## config.mk

```make
export PLATFORM = sky130hd
export DESIGN_NAME = pcc_pll_clock_controller
export DESIGN_NICKNAME = d
export VERILOG_FILES = /design/src/inc/pcc_pkg.sv /design/src/hdl/pcc_sync.sv /design/src/hdl/pcc_clk_switch.sv /design/src/hdl/pcc_pll_clock_controller.sv
export SDC_FILE = /design/constraint.sdc
export NUM_CORES = 1
export LEC_CHECK = 0
export BUFFER_PORTS_ARGS = -buffer_cell sky130_fd_sc_hd__buf_4
export CAP_MARGIN = 10
export CORE_UTILIZATION = 56
export DETAILED_ROUTE_END_ITERATION = 8
export PLACE_DENSITY = 0.78
export SYNTH_ARGS = -nofsm -noshare
export SYNTH_HDL_FRONTEND = slang
export SYNTH_HIERARCHICAL = 1
export SYNTH_SLANG_ARGS = --single-unit
```

## constraint.sdc

```tcl
create_clock -name sys_clk_i -period 2.98 [get_ports sys_clk_i]
set_input_delay 0.149 -clock sys_clk_i [delete_from_list [all_inputs] [get_ports sys_clk_i]]
set_output_delay 0.149 -clock sys_clk_i [all_outputs]
set_load 0.005 [all_outputs]
```

## src/inc/pcc_pkg.sv

```systemverilog
// Shared constants for the clock controller: register map, field layout,
// reset values and counts.
package pcc_pkg;

    // Address of the clock control register in the I/O space.
    localparam logic [15:0] CTRL_ADDR = 16'h0200;
    // Control register width.
    localparam int CTRL_W = 16;
    // Reset value of the control register before the straps are taken.
    localparam logic [15:0] CTRL_RST = 16'h0000;

    // Bit positions inside the control register.
    localparam int BIT_HALVE = 0;
    localparam int BIT_SHUTOFF = 1;
    localparam int BIT_HALT_ALL = 2;
    localparam int BIT_HALT_CORE = 3;
    localparam int BIT_RATIO = 4;
    localparam int BIT_SLEEP = 5;
    localparam int BIT_CKOUT = 6;
    localparam int BIT_BYP_HALF = 7;
    localparam int BIT_BYPASS = 8;
    localparam int MSEL_LSB = 9;
    localparam int MSEL_W = 7;
    // Positions inside the multiplier field.
    localparam int MSEL_B5 = 5;
    localparam int MSEL_B6 = 6;
    localparam int FACTOR_W = 5;

    // Factor used for multiplier code zero, and the quarter-step scaling.
    localparam logic [5:0] FULL_FACTOR = 6'h20;
    localparam logic [1:0] QUARTER_PAD = 2'h0;

    // Lock interval in input clock cycles (500).
    localparam int LOCK_W = 9;
    localparam logic [8:0] LOCK_CYCLES = 9'h1F4;

    // Strap bundle layout: multiplier, bypass, input halving.
    localparam int STRAP_W = 9;
    localparam int STRAP_HALVE = 0;
    localparam int STRAP_BYPASS = 1;
    localparam int STRAP_MSEL_LSB = 2;
    // Cycles after reset release before the synchronised straps are valid.
    localparam logic [1:0] STRAP_SETTLE = 2'h3;

endpackage

```

## src/hdl/pcc_sync.sv

```systemverilog
`timescale 1ns/1ps
`default_nettype none

// Two-flop synchroniser for pins that arrive from outside the clock domain.
module pcc_sync #(
    parameter int W = 1
) (
    input wire logic sys_clk_i,
    input wire logic arst_n_i,
    input wire logic [W-1:0] d_i,
    output logic [W-1:0] q_o
);

    // First stage; only the second stage ever reads it.
    logic [W-1:0] meta;

    // Both stages reset to zero so the output is defined from reset onward.
    always_ff @(posedge sys_clk_i or negedge arst_n_i)
    begin
        if (!arst_n_i)
        begin
            meta <= '0;
            q_o <= '0;
        end
        else
        begin
            meta <= d_i;
            q_o <= meta;
        end
    end

endmodule
`default_nettype wire

```

## src/hdl/pcc_clk_switch.sv

```systemverilog
`timescale 1ns/1ps
`default_nettype none

// Registered clock selector with a hold-high gate.  Sources are square
// waves built on the system clock.  A source change is made only while both
// sources and the output are high, and the gate engages or releases only
// while the output and the chosen source are high, so no runt pulse forms.
module pcc_clk_switch (
    input wire logic sys_clk_i,
    input wire logic arst_n_i,
    input wire logic src_a_i,
    input wire logic src_b_i,
    input wire logic sel_b_i,
    input wire logic halt_i,
    output logic clk_o
);

    logic cur_sel; // Source actually in use.
    logic held; // Output parked high.
    logic next_sel;
    logic next_held;
    logic cur_src;

    // Decide the next source and gate state at safe instants only.
    always_comb
    begin
        next_sel = cur_sel;
        next_held = held;
        // Waiting for a common high phase costs latency but never a glitch.
        if ((sel_b_i != cur_sel) && src_a_i && src_b_i && clk_o)
        begin
            next_sel = sel_b_i;
        end
        cur_src = next_sel ? src_b_i : src_a_i;
        if (halt_i && clk_o && cur_src)
        begin
            next_held = 1'b1;
        end
        else if (!halt_i && cur_src)
        begin
            next_held = 1'b0;
        end
    end

    // State and the output clock come straight from flip-flops.
    always_ff @(posedge sys_clk_i or negedge arst_n_i)
    begin
        if (!arst_n_i)
        begin
            cur_sel <= 1'b0;
            held <= 1'b0;
            clk_o <= 1'b0;
        end
        else
        begin
            cur_sel <= next_sel;
            held <= next_held;
            clk_o <= next_held | cur_src;
        end
    end

endmodule
`default_nettype wire

```

## src/hdl/pcc_pll_clock_controller.sv

```systemverilog
// Summary of operation
// - Bit 0 halves input clock before loop, unless multiplier bit 5 is set.
// - Bit 1 set turns the loop off.
// - Bit 2 holds core and peripheral clocks high.
// - Bit 3 holds core clock high.
// - Bit 4 makes peripheral clock half core.
// - Bit 5 puts loop into low power.
// - Bit 6 lets clock pin follow peripheral clock.
// - Bit 7 halves core clock in bypass.
// - Bit 8 selects bypass or multiplier operation.
// - Bits 15..9 multiplier, loaded from straps.
// - Straps set multiplier, bypass, halving at reset.
// - Start in bypass, core from input clock.
// - Low five bits give factor, zero means 32.
// - Input halving halves both; bit 6 core only.
// - Stay in bypass until lock count expires.
// - Lock interval is 500 input clock cycles.
`timescale 1ns/1ps
`default_nettype none

// The loop is modelled digitally: the input clock arrives on a pin, is
// synchronised, and the loop output is a phase accumulator on the system
// clock whose step is the chosen ratio scaled by the nominal number of system
// cycles per input cycle.  The system clock must be well above the fastest
// derived clock for this model to hold.
module pcc_pll_clock_controller #(
    parameter int ACC_W = 16, // Phase accumulator width.
    parameter int REF_LOG2 = 6, // Log2 of system cycles per input period.
    parameter int ADDR_W = 16 // I/O address width.
) (
    input wire logic sys_clk_i,
    input wire logic arst_n_i,
    input wire logic input_clk_i,
    input wire logic [6:0] multiplier_strap_i,
    input wire logic bypass_strap_i,
    input wire logic input_halving_strap_i,
    input wire logic [ADDR_W-1:0] io_addr_i,
    input wire logic io_wr_i,
    input wire logic io_rd_i,
    input wire logic [15:0] io_wdata_i,
    output logic [15:0] io_rdata_o,
    output logic [8:0] lock_counter_reg_o,
    output logic pll_locked_o,
    output logic core_clk_o,
    output logic periph_clk_o,
    output logic clock_out_pin_o,
    output logic pll_vco_clk_o
);

    // Shift that turns a ratio in quarter steps into an accumulator step.
    localparam int INC_SHIFT = ACC_W - 2 - REF_LOG2;

    // Ratio in quarter steps of the input clock, with the two halvings.
    function automatic logic [7:0] ratio_quarters(
        input logic [4:0] code,
        input logic halve_a,
        input logic halve_b
    );
        logic [7:0] q;
        q = (code == 5'h00) ? {pcc_pkg::FULL_FACTOR, pcc_pkg::QUARTER_PAD}
                            : {1'b0, code, pcc_pkg::QUARTER_PAD};
        if (halve_a)
        begin
            q = q >> 1;
        end
        if (halve_b)
        begin
            q = q >> 1;
        end
        return q;
    endfunction

    logic [15:0] ctrl; // Clock control register.
    logic ref_s; // Synchronised input clock.
    logic ref_d; // Previous synchronised input clock.
    logic ref_rise; // One-cycle pulse on an input clock rising edge.
    logic [pcc_pkg::STRAP_W-1:0] strap_s; // Synchronised straps.
    logic [1:0] settle_cnt; // Wait for straps to pass the synchroniser.
    logic strap_done; // Straps have been taken.
    logic strap_load; // One-cycle strap capture.
    logic addr_hit; // Address matches the control register.
    logic wr_hit; // Accepted register write.
    logic [6:0] msel; // Multiplier field.
    logic halve_in; // Effective input halving.
    logic loop_on; // Loop powered and running.
    logic [7:0] cfg_prev; // Last ratio setting seen by the lock counter.
    logic [8:0] lock_cnt; // Lock interval counter.
    logic locked; // Lock interval complete.
    logic use_loop; // Core fed from the loop output.
    logic [ACC_W-1:0] vco_acc; // Loop oscillator phase.
    logic [ACC_W-1:0] core_acc; // Core clock phase from the loop.
    logic [ACC_W-1:0] vco_inc;
    logic [ACC_W-1:0] core_inc;
    logic byp_half; // Input clock divided by two.
    logic bypass_src; // Bypass path clock.
    logic core_raw; // Selected core source before gating.
    logic core_raw_d; // Previous core source level.
    logic core_half; // Core source divided by two.

    // Input clock pin passes two flops before anything reads it.
    pcc_sync #(
        .W(1)
    ) u_ref_sync (
        .sys_clk_i(sys_clk_i),
        .arst_n_i(arst_n_i),
        .d_i(input_clk_i),
        .q_o(ref_s)
    );

    // Straps are synchronised too; their value is used only once settled.
    pcc_sync #(
        .W(pcc_pkg::STRAP_W)
    ) u_strap_sync (
        .sys_clk_i(sys_clk_i),
        .arst_n_i(arst_n_i),
        .d_i({multiplier_strap_i, bypass_strap_i, input_halving_strap_i}),
        .q_o(strap_s)
    );

    // Edge detector reads only the second synchroniser stage.
    always_ff @(posedge sys_clk_i or negedge arst_n_i)
    begin
        if (!arst_n_i)
        begin
            ref_d <= 1'b0;
        end
        else
        begin
            ref_d <= ref_s;
        end
    end

    assign ref_rise = ref_s & ~ref_d;

    // Strap capture happens a few cycles after release, never under reset,
    // because an asynchronous reset may only load constants.
    always_ff @(posedge sys_clk_i or negedge arst_n_i)
    begin
        if (!arst_n_i)
        begin
            settle_cnt <= 2'h0;
            strap_done <= 1'b0;
        end
        else if (!strap_done)
        begin
            if (settle_cnt == pcc_pkg::STRAP_SETTLE)
            begin
                strap_done <= 1'b1;
            end
            else
            begin
                settle_cnt <= settle_cnt + 2'h1;
            end
        end
    end

    assign strap_load = !strap_done && (settle_cnt == pcc_pkg::STRAP_SETTLE);
    assign addr_hit = (io_addr_i == ADDR_W'(pcc_pkg::CTRL_ADDR));
    // Writes before the straps are taken are dropped so they cannot race it.
    assign wr_hit = io_wr_i && strap_done && addr_hit;

    // Control register: straps first, then software writes.
    always_ff @(posedge sys_clk_i or negedge arst_n_i)
    begin
        if (!arst_n_i)
        begin
            ctrl <= pcc_pkg::CTRL_RST;
        end
        else if (strap_load)
        begin
            ctrl[pcc_pkg::MSEL_LSB +: pcc_pkg::MSEL_W] <=
                strap_s[pcc_pkg::STRAP_MSEL_LSB +: pcc_pkg::MSEL_W];
            ctrl[pcc_pkg::BIT_BYPASS] <= strap_s[pcc_pkg::STRAP_BYPASS];
            ctrl[pcc_pkg::BIT_HALVE] <= strap_s[pcc_pkg::STRAP_HALVE];
        end
        else if (wr_hit)
        begin
            ctrl <= io_wdata_i;
        end
    end

    // Read data is registered; a miss returns zero.
    always_ff @(posedge sys_clk_i or negedge arst_n_i)
    begin
        if (!arst_n_i)
        begin
            io_rdata_o <= 16'h0000;
        end
        else if (io_rd_i && addr_hit)
        begin
            io_rdata_o <= ctrl;
        end
        else
        begin
            io_rdata_o <= 16'h0000;
        end
    end

    // Field decode.  With multiplier bit 5 set the caller also sets input
    // halving, and the ratios then match bit 5 clear with no halving.
    assign msel = ctrl[pcc_pkg::MSEL_LSB +: pcc_pkg::MSEL_W];
    assign halve_in = ctrl[pcc_pkg::BIT_HALVE] & ~msel[pcc_pkg::MSEL_B5];
    assign loop_on = ~ctrl[pcc_pkg::BIT_SHUTOFF] & ~ctrl[pcc_pkg::BIT_SLEEP];

    // Step sizes of the loop oscillator and of the core clock taken from it.
    assign vco_inc = ACC_W'(ratio_quarters(msel[pcc_pkg::FACTOR_W-1:0], halve_in, 1'b0))
                     << INC_SHIFT;
    assign core_inc = ACC_W'(ratio_quarters(msel[pcc_pkg::FACTOR_W-1:0], halve_in,
                                            msel[pcc_pkg::MSEL_B6])) << INC_SHIFT;

    // The setting last seen, so a new ratio restarts the lock interval.
    always_ff @(posedge sys_clk_i or negedge arst_n_i)
    begin
        if (!arst_n_i)
        begin
            cfg_prev <= 8'h00;
        end
        else
        begin
            cfg_prev <= {msel, halve_in};
        end
    end

    // Lock counter counts input clock edges while the loop runs; powering
    // the loop down or changing the ratio starts the interval again.
    always_ff @(posedge sys_clk_i or negedge arst_n_i)
    begin
        if (!arst_n_i)
        begin
            lock_cnt <= 9'h000;
        end
        else if (!loop_on || (cfg_prev != {msel, halve_in}))
        begin
            lock_cnt <= 9'h000;
        end
        else if (ref_rise && (lock_cnt != pcc_pkg::LOCK_CYCLES))
        begin
            lock_cnt <= lock_cnt + 9'h001;
        end
    end

    assign locked = (lock_cnt == pcc_pkg::LOCK_CYCLES);
    // Bypass stays in force until lock; from reset the count is zero, so
    // the core always starts from the input clock.
    assign use_loop = ~ctrl[pcc_pkg::BIT_BYPASS] & locked & loop_on;

    // Loop oscillator and core phase; both freeze at zero when the loop is
    // off or asleep, which also stops its input.
    always_ff @(posedge sys_clk_i or negedge arst_n_i)
    begin
        if (!arst_n_i)
        begin
            vco_acc <= '0;
            core_acc <= '0;
        end
        else if (!loop_on)
        begin
            vco_acc <= '0;
            core_acc <= '0;
        end
        else
        begin
            vco_acc <= vco_acc + vco_inc;
            core_acc <= core_acc + core_inc;
        end
    end

    // Halved input clock for bypass operation.
    always_ff @(posedge sys_clk_i or negedge arst_n_i)
    begin
        if (!arst_n_i)
        begin
            byp_half <= 1'b0;
        end
        else if (ref_rise)
        begin
            byp_half <= ~byp_half;
        end
    end

    assign bypass_src = ctrl[pcc_pkg::BIT_BYP_HALF] ? byp_half : ref_s;

    // Core source selection between bypass path and loop output.
    pcc_clk_switch u_core_sel (
        .sys_clk_i(sys_clk_i),
        .arst_n_i(arst_n_i),
        .src_a_i(bypass_src),
        .src_b_i(core_acc[ACC_W-1]),
        .sel_b_i(use_loop),
        .halt_i(1'b0),
        .clk_o(core_raw)
    );

    // Core clock gate: parks high under either halt bit.
    pcc_clk_switch u_core_gate (
        .sys_clk_i(sys_clk_i),
        .arst_n_i(arst_n_i),
        .src_a_i(core_raw),
        .src_b_i(core_raw),
        .sel_b_i(1'b0),
        .halt_i(ctrl[pcc_pkg::BIT_HALT_ALL] | ctrl[pcc_pkg::BIT_HALT_CORE]),
        .clk_o(core_clk_o)
    );

    // Peripheral half rate is taken from the ungated core source, so halting
    // only the core leaves the peripherals running.
    always_ff @(posedge sys_clk_i or negedge arst_n_i)
    begin
        if (!arst_n_i)
        begin
            core_raw_d <= 1'b0;
            core_half <= 1'b0;
        end
        else
        begin
            core_raw_d <= core_raw;
            if (core_raw && !core_raw_d)
            begin
                core_half <= ~core_half;
            end
        end
    end

    // Peripheral clock: full or half core rate, parked high by halt all.
    pcc_clk_switch u_periph (
        .sys_clk_i(sys_clk_i),
        .arst_n_i(arst_n_i),
        .src_a_i(core_raw),
        .src_b_i(core_half),
        .sel_b_i(ctrl[pcc_pkg::BIT_RATIO]),
        .halt_i(ctrl[pcc_pkg::BIT_HALT_ALL]),
        .clk_o(periph_clk_o)
    );

    // Clock pin, loop oscillator view and lock status, all registered.
    always_ff @(posedge sys_clk_i or negedge arst_n_i)
    begin
        if (!arst_n_i)
        begin
            clock_out_pin_o <= 1'b0;
            pll_vco_clk_o <= 1'b0;
            lock_counter_reg_o <= 9'h000;
            pll_locked_o <= 1'b0;
        end
        else
        begin
            clock_out_pin_o <= ctrl[pcc_pkg::BIT_CKOUT] & periph_clk_o;
            pll_vco_clk_o <= loop_on & vco_acc[ACC_W-1];
            lock_counter_reg_o <= lock_cnt;
            pll_locked_o <= locked;
        end
    end

endmodule
`default_nettype wire

```

==> results of run 1 <==
[placed cells by master (no fill, tap or decap), types with 8 or more instances in the layout]
cell and n:
dfrtp_1 112, inv_1 13, xnor2_1 9, nor4_1 8, mux2i_1 13, buf_4 78, clkbuf_8 10, dlygate4sd3_1 16
and2_1 20, mux2_2 11, nand4_1 12, nand2_1 21, ha_1 16, o21ai_0 10, o211ai_1 12, nor3_1 8
xor2_1 11, nor2b_1 8, nor2_1 21
[cells by family after synthesis]
family | after synthesis | share of synthesized area (%)
adders and majority gates | 18 | 5.02
muxes | 25 | 5.55
buffers and inverters | 27 | 3.09
xor gates and xnor gates | 20 | 3.66
other | 1 | 0.0784
and+or+nand+nor | 138 | 16.4
AOI/OAI and AO/OA | 52 | 7.59
DFF | 112 | 58.6
[cell type report]
cell class                      count  area share [%]
Clock buffer                       11            2.44
Timing Repair Buffer               95            13.2
Tap cell                          105            2.27
Clock inverter                      5           0.800
Inverter                           14            1.12
Sequential cell                   112            48.4
Multi-Input combinational cell    255            31.7
[through the flow]
| step | instances | setup WS (ns) | cell area (um^2) | hold slack [ns] |
|---|---|---|---|---|
| floorplan | 394 | 0.624 | 4780 | -0.147 |
| global placement | 565 | 0.442 | 5440 | 0.258 |
| detailed placement | 565 | 0.345 | 5440 | 0.259 |
| CTS | 597 | 0.329 | 5790 | 0.00749 |
| global route | 597 | 0.0896 | 5790 | 0.00224 |
| finish | 597 | 0.300 | 5790 | 0.0172 |
[worst max path at each step]
stage                   endpoint  slack, ns  depth (start not counted)
floorplan           core_acc[15]       0.62                         10
global placement    core_acc[15]       0.44                          9
detailed placement  core_acc[15]       0.35                          9
CTS                 core_acc[15]       0.33                          9
global route         vco_acc[15]       0.09                         11
finish              core_acc[15]       0.30                          9
[power by group]
part | switching, mW | total (mW) | internal (mW)
Clock | 0.533 | 0.876 | 0.343
Sequential | 0.103 | 1.79 | 1.69
Combinational | 0.434 | 0.867 | 0.433
Total | 1.07 | 3.54 | 2.47
[what timing repair did]
action	in CTS	in global routing
hold endpoints to repair	81	0
hold buffers	16	0
setup buffers	0	0
[registers in the layout, summed over array words and instances, names as in the netlist, 7 cells and up]
signal and count:
ctrl 16, io_rdata_o 16, lock_cnt 9, lock_counter_reg_o 9
u_strap_sync/meta 9, u_strap_sync/q_o 9, cfg_prev 8, core_acc 8
vco_acc 7
[layer usage]
metal / vias to the layer above / GRT usage (%) / part of all wire (%)
met5: - / 0 / 0
met4: 0 / 8.85 / 1.9
met3: 14 / 4.91 / 5.3
met2: 121 / 38.1 / 49
met1: 1592 / 31.4 / 44
li1: 1564 / - / -
==> metrics.md, run 1 <==
| Metric | Value |
|---|---|
| Worst Hold Launch | io_wdata_i[4] |
| Fill count | 583 |
| Area delta synth->final | 21.0% |
| Starting Density | 57.9% |
| Commonest cells in the netlist | dfrtp_1 (112), nand2_1 (21), nor2_1 (21) |
| Reg-to-reg startpoint | ctrl[14] |
| NumNets Final | 551 |
| Status | finished, final reports clean |
| Worst-path clk slew | 0.10 ns |
| Port bufs | 75 |
| Final worst-path cycle share | 89.9% |
| Final core occ | 70.1% |
| Cells after Synth | 393 |
| Synthesized area | 4780 um^2 |
| Worst path slowest cell | dfrtp_1 |
| Number of global-route vias before repair | 3345 |
| Family with the most delay on the worst path | compound AO/OA/AOI/OAI gates |
| Drt first pass iters | 4 |
| Setup TNS | 0 ns |
| Post-route ant nets | 0 |
| Ys Warns | 6 |
| Initial antenna violation count | 0 |
| Root buf cell | clkbuf_8 |
| PostCTS Resize Cnt | 0 |
| Bufs and invs on worst path | 1 |
| Post-synth ARST share | 100% |
| Multi-input logic area | 1830 um^2 |
| Setup CP Type | reg -> reg |
| Final period demand of the worst path | 2.68 ns |
| Die area | 8910 um^2 |
| Post-synth cell types | 51 |
| Max-cap violations | 0 |
| Clock insertion delay at the later pin of the skew report | 0.38 ns |
| Pwr per Cell Area | 611 nW/um^2 |
| Num CTS Buffers | 9 |
| Row Count | 33 |
| Largest stage delay on the critical path | 0.43 ns |
| Hold Crit Class | in -> reg |
| Drt total wl | 9.39 mm |
| F_max | 373 MHz |
| # IOs | 76 |
| Largest net degree at the start of global routing | 68 |
| Yosys top cell area share | 58.6% |
| Leak pwr | 2.74 nW |
| CP Launch Point | ctrl[14] |
| RSZ-0062 raised after global routing | false |
| Critical R2R Capture | core_acc[15] |
| Slew Viols, Final | 0 |
| Final Hold Viols | 0 |
| HPWL after DPL | 6.47 mm |
| Worst Path Required | 3.28 ns |
| Overall routing resource usage | 23.5% |
| CTS tree | built |
| Initial DRC Count | 149 |
| Synthesized flop and latch total | 112 |
| Fin Clk Skew | 0.0144 ns |
| Worst setup EP type | flop |
| Worst-Margin Slew | 0.825 ns |
| H-tree levels | 3 |
| Worst setup SP type | flop |
| EDFF count, synth | 0 |
| First-pass GRT wire length | 15.8 mm |
| Top FF cell, synth | dfrtp_1 |
| Gpl congestion | 0.835 |
| Most common cell in the synthesized netlist | dfrtp_1 |
| Tot Pwr | 3.54 mW |
| Hold path endpoint | ctrl[4] |
| Max FO, Critical Path | 6 |
| Chip height | 94.4 um |
| TritonCTS Sinks | 112 |
| Inserted Diodes | 0 |
| Vias | 3291 |
| CP Data Arrival Time | 2.98 ns |
| Cell taking the most area after synthesis | dfrtp_1 |
| Core region area | 8260 um^2 |
| Synthesized area per cell | 12.2 um^2 |
| Sequential fraction of the synthesis area | 58.6% |
| Grt ovf | 0 |
| Avg WL per Cell | 15.7 um |
| Die width | 94.4 um |
| VDD IR max | 0.000272 V |
| Ratio of cells with drive above 1 in the final layout | 23.4% |
| # DRC | 0 |
| Rel. slew slack | 45.0% |
| DR vias/cell | 5.51 |
| Ranking of synthesized cells by area | dfrtp_1 (59%), ha_1 (4.2%), mux2i_1 (2.7%) |
| Final setup fails | 0 |
| Worst reg-to-reg path cell count | 9 |
| R2R Setup Slk | 0.30 ns |
| Critical Path, Cell by Cell | nand2b_1 > mux2i_1 > inv_1 > a21o_1 > ha_1 > a211oi_1 > o21ai_0 > a22o_1 > a21oi_1 |
| Hold Path Stages | 2 |
| Sequential Area | 2800 um^2 |
| Clock Path Buffers | 2 |
(Power assumes the default switching activity.)
==> run 2: changes to the inputs <==
- BUFFER_PORTS_ARGS: -buffer_cell sky130_fd_sc_hd__buf_4 -> -buffer_cell sky130_fd_sc_hd__buf_2
==> run 2 against run 1 <==
Net effect:
- sequential share of layout area increased by 1.9 points
- non-clock buffer count decreased by 1
- first-iteration DRC count increased by 60%
- clock power decreased by 5.6%
- fmax increased by 0.46%
- die area unchanged
- register-to-register slack about the same
- critical path depth unchanged
==> metrics.md, run 2 (synthesis results as in run 1) <==
| Metric | Value |
|---|---|
| Most frequent cells in the layout | dfrtp_1 (112), buf_2 (74), nand2_1 (21), nor2_1 (21), and2_1 (20) |
| Final setup fails | 0 |
| DR vias/cell | 5.56 |
| Commonest non-fill, non-tap cell in the layout | dfrtp_1 |
| Final core occ | 67.5% |
| Pint | 2.42 mW |
| Vias | 3315 |
| Min Hold Slack | 0.0137 ns |
| TritonCTS Sinks | 112 |
| Worst setup SP type | flop |
| Worst Hold Launch | io_wdata_i[2] |
| Leak pwr | 2.69 nW |
| Post-route ant nets | 0 |
| Row Count | 33 |
| Port bufs | 75 |
| Worst-Margin Slew | 1.04 ns |
| Clock insertion delay at the later pin of the skew report | 0.37 ns |
| Grt ovf | 0 |
| CTS tree | built |
| Final WS setup | 0.313 ns |
| Setup CP Type | reg -> reg |
| Reg-to-reg startpoint | ctrl[14] |
| Setup TNS | 0 ns |
| R2R Setup Slk | 0.31 ns |
| H-tree levels | 3 |
| Worst path slowest cell | dfrtp_1 |
| Largest net degree at the start of global routing | 88 |
| Starting Density | 57.9% |
| Max-cap violations | 0 |
| Final worst-path cycle share | 89.5% |
| # IOs | 76 |
| Gpl congestion | 0.825 |
| Worst-path clk slew | 0.10 ns |
| Area delta synth->final | 16.6% |
| Worst setup EP type | flop |
| Final Hold Viols | 0 |
| Slew Viols, Final | 0 |
| Ratio of cells with drive above 1 in the final layout | 23.6% |
| F_max | 375 MHz |
| Largest stage delay on the critical path | 0.43 ns |
| VDD IR max | 0.000314 V |
| Family with the most delay on the worst path | compound AO/OA/AOI/OAI gates |
| # DRC | 0 |
| Rel. slew slack | 30.5% |
| Worst reg-to-reg path cell count | 9 |
| Hold Path Stages | 2 |
| Core region area | 8260 um^2 |
| Die area | 8910 um^2 |
| First-pass GRT wire length | 15.2 mm |
| Inserted Diodes | 0 |
| Setup Fix Bufs, Post-CTS | 0 |
| Clk pwr share | 24.0% |
| Avg WL per Cell | 14.9 um |
| Clock Path Buffers | 2 |
| Status | finished, final reports clean |
| RSZ-0062 raised after global routing | false |
| Bufs and invs on worst path | 1 |
| Final period demand of the worst path | 2.67 ns |
| Die width | 94.4 um |
| Overall routing resource usage | 22.3% |
| Pwr per Cell Area | 619 nW/um^2 |
| Comb pwr share | 24.0% |
| HPWL after DPL | 6.13 mm |
| Drt total wl | 8.88 mm |
| Root buf cell | clkbuf_8 |
| CP Data Arrival Time | 2.96 ns |
| Number of global-route vias before repair | 3244 |
| Switch share | 29.9% |
| NumNets Final | 550 |
| Sequential share of power | 52.0% |
| Max FO, Critical Path | 5 |
| Chip height | 94.4 um |
| Critical Path, Cell by Cell | nand2b_2 > mux2i_1 > inv_1 > a21o_1 > ha_1 > a211oi_1 > o21ai_0 > a22o_1 > a21oi_1 |
| Fin Clk Skew | 0.0118 ns |
| Dpl ws | 0.282 ns |
| Worst Path Required | 3.27 ns |
| Initial antenna violation count | 0 |
| Initial DRC Count | 238 |
| Num CTS Buffers | 9 |
| Hold Crit Class | in -> reg |
| Hold path endpoint | ctrl[2] |
| Biggest regs | ctrl x16, io_rdata_o x16 |
| NetSw | 1.03 mW |
| Drt first pass iters | 4 |
| Critical R2R Capture | core_acc[15] |
run 2: what timing repair did:
item / CTS / global route
endpoints found under the setup margin: 0 / 2
resized for setup: 0 / 1
hold endpoints to repair: 37 / 2
hold buffers: 13 / 2
run 2: power by group through the flow:
stage,sequential (mW),clock (mW),combinational [mW]
2_1_floorplan,1.79,0,0.620
3_3_place_gp,1.82,0,0.765
3_5_place_dp,1.82,0,0.806
4_1_cts,1.80,0.852,0.822
5_1_grt,1.82,0.915,0.936
6_report,1.79,0.827,0.827
run 2: worst max-delay path by stage:
stage	start	to	slack [ns]	depth (start not counted)
CTS	ctrl[14]	core_acc[15]	0.24	9
global placement	ctrl[14]	core_acc[15]	0.35	9
detailed placement	ctrl[14]	core_acc[15]	0.28	9
floorplan	ctrl[14]	core_acc[15]	0.62	10
global route	ctrl[14]	core_acc[15]	0.03	9
finish	ctrl[14]	core_acc[15]	0.31	9
run 2: final cells by class:
| type | instances | area (um^2) |
|---|---|---|
| repair buffers | 94 | 558 |
| clock inverters | 6 | 51.3 |
| well taps | 105 | 131 |
| inverters | 14 | 65.1 |
| clock buffers | 10 | 128 |
| flip-flops and latches | 112 | 2800 |
| multi-input cells | 255 | 1840 |
| fillers | 622 | 2690 |
run 2: through the flow:
stage | instance area (um^2) | power [mW] | cells
after detailed placement | 5240 | 2.63 | 565
final | 5570 | 3.45 | 596
after global routing | 5570 | 3.67 | 596
after global placement | 5240 | 2.58 | 565
after CTS | 5550 | 3.47 | 594
after floorplan | 4780 | 2.41 | 394
run 2: layer usage:
| layer | vias up | share of wire [%] | GRT usage (%) | routed length (um) |
|---|---|---|---|---|
| met1 | 1620 | 44 | 29.8 | 3880 |
| met3 | 17 | 5.2 | 5.07 | 461 |
| met5 | - | 0 | 0 | 0 |
| li1 | 1571 | - | - | - |
| met4 | 0 | 1.6 | 7.31 | 138 |
| met2 | 107 | 50 | 36.1 | 4400 |
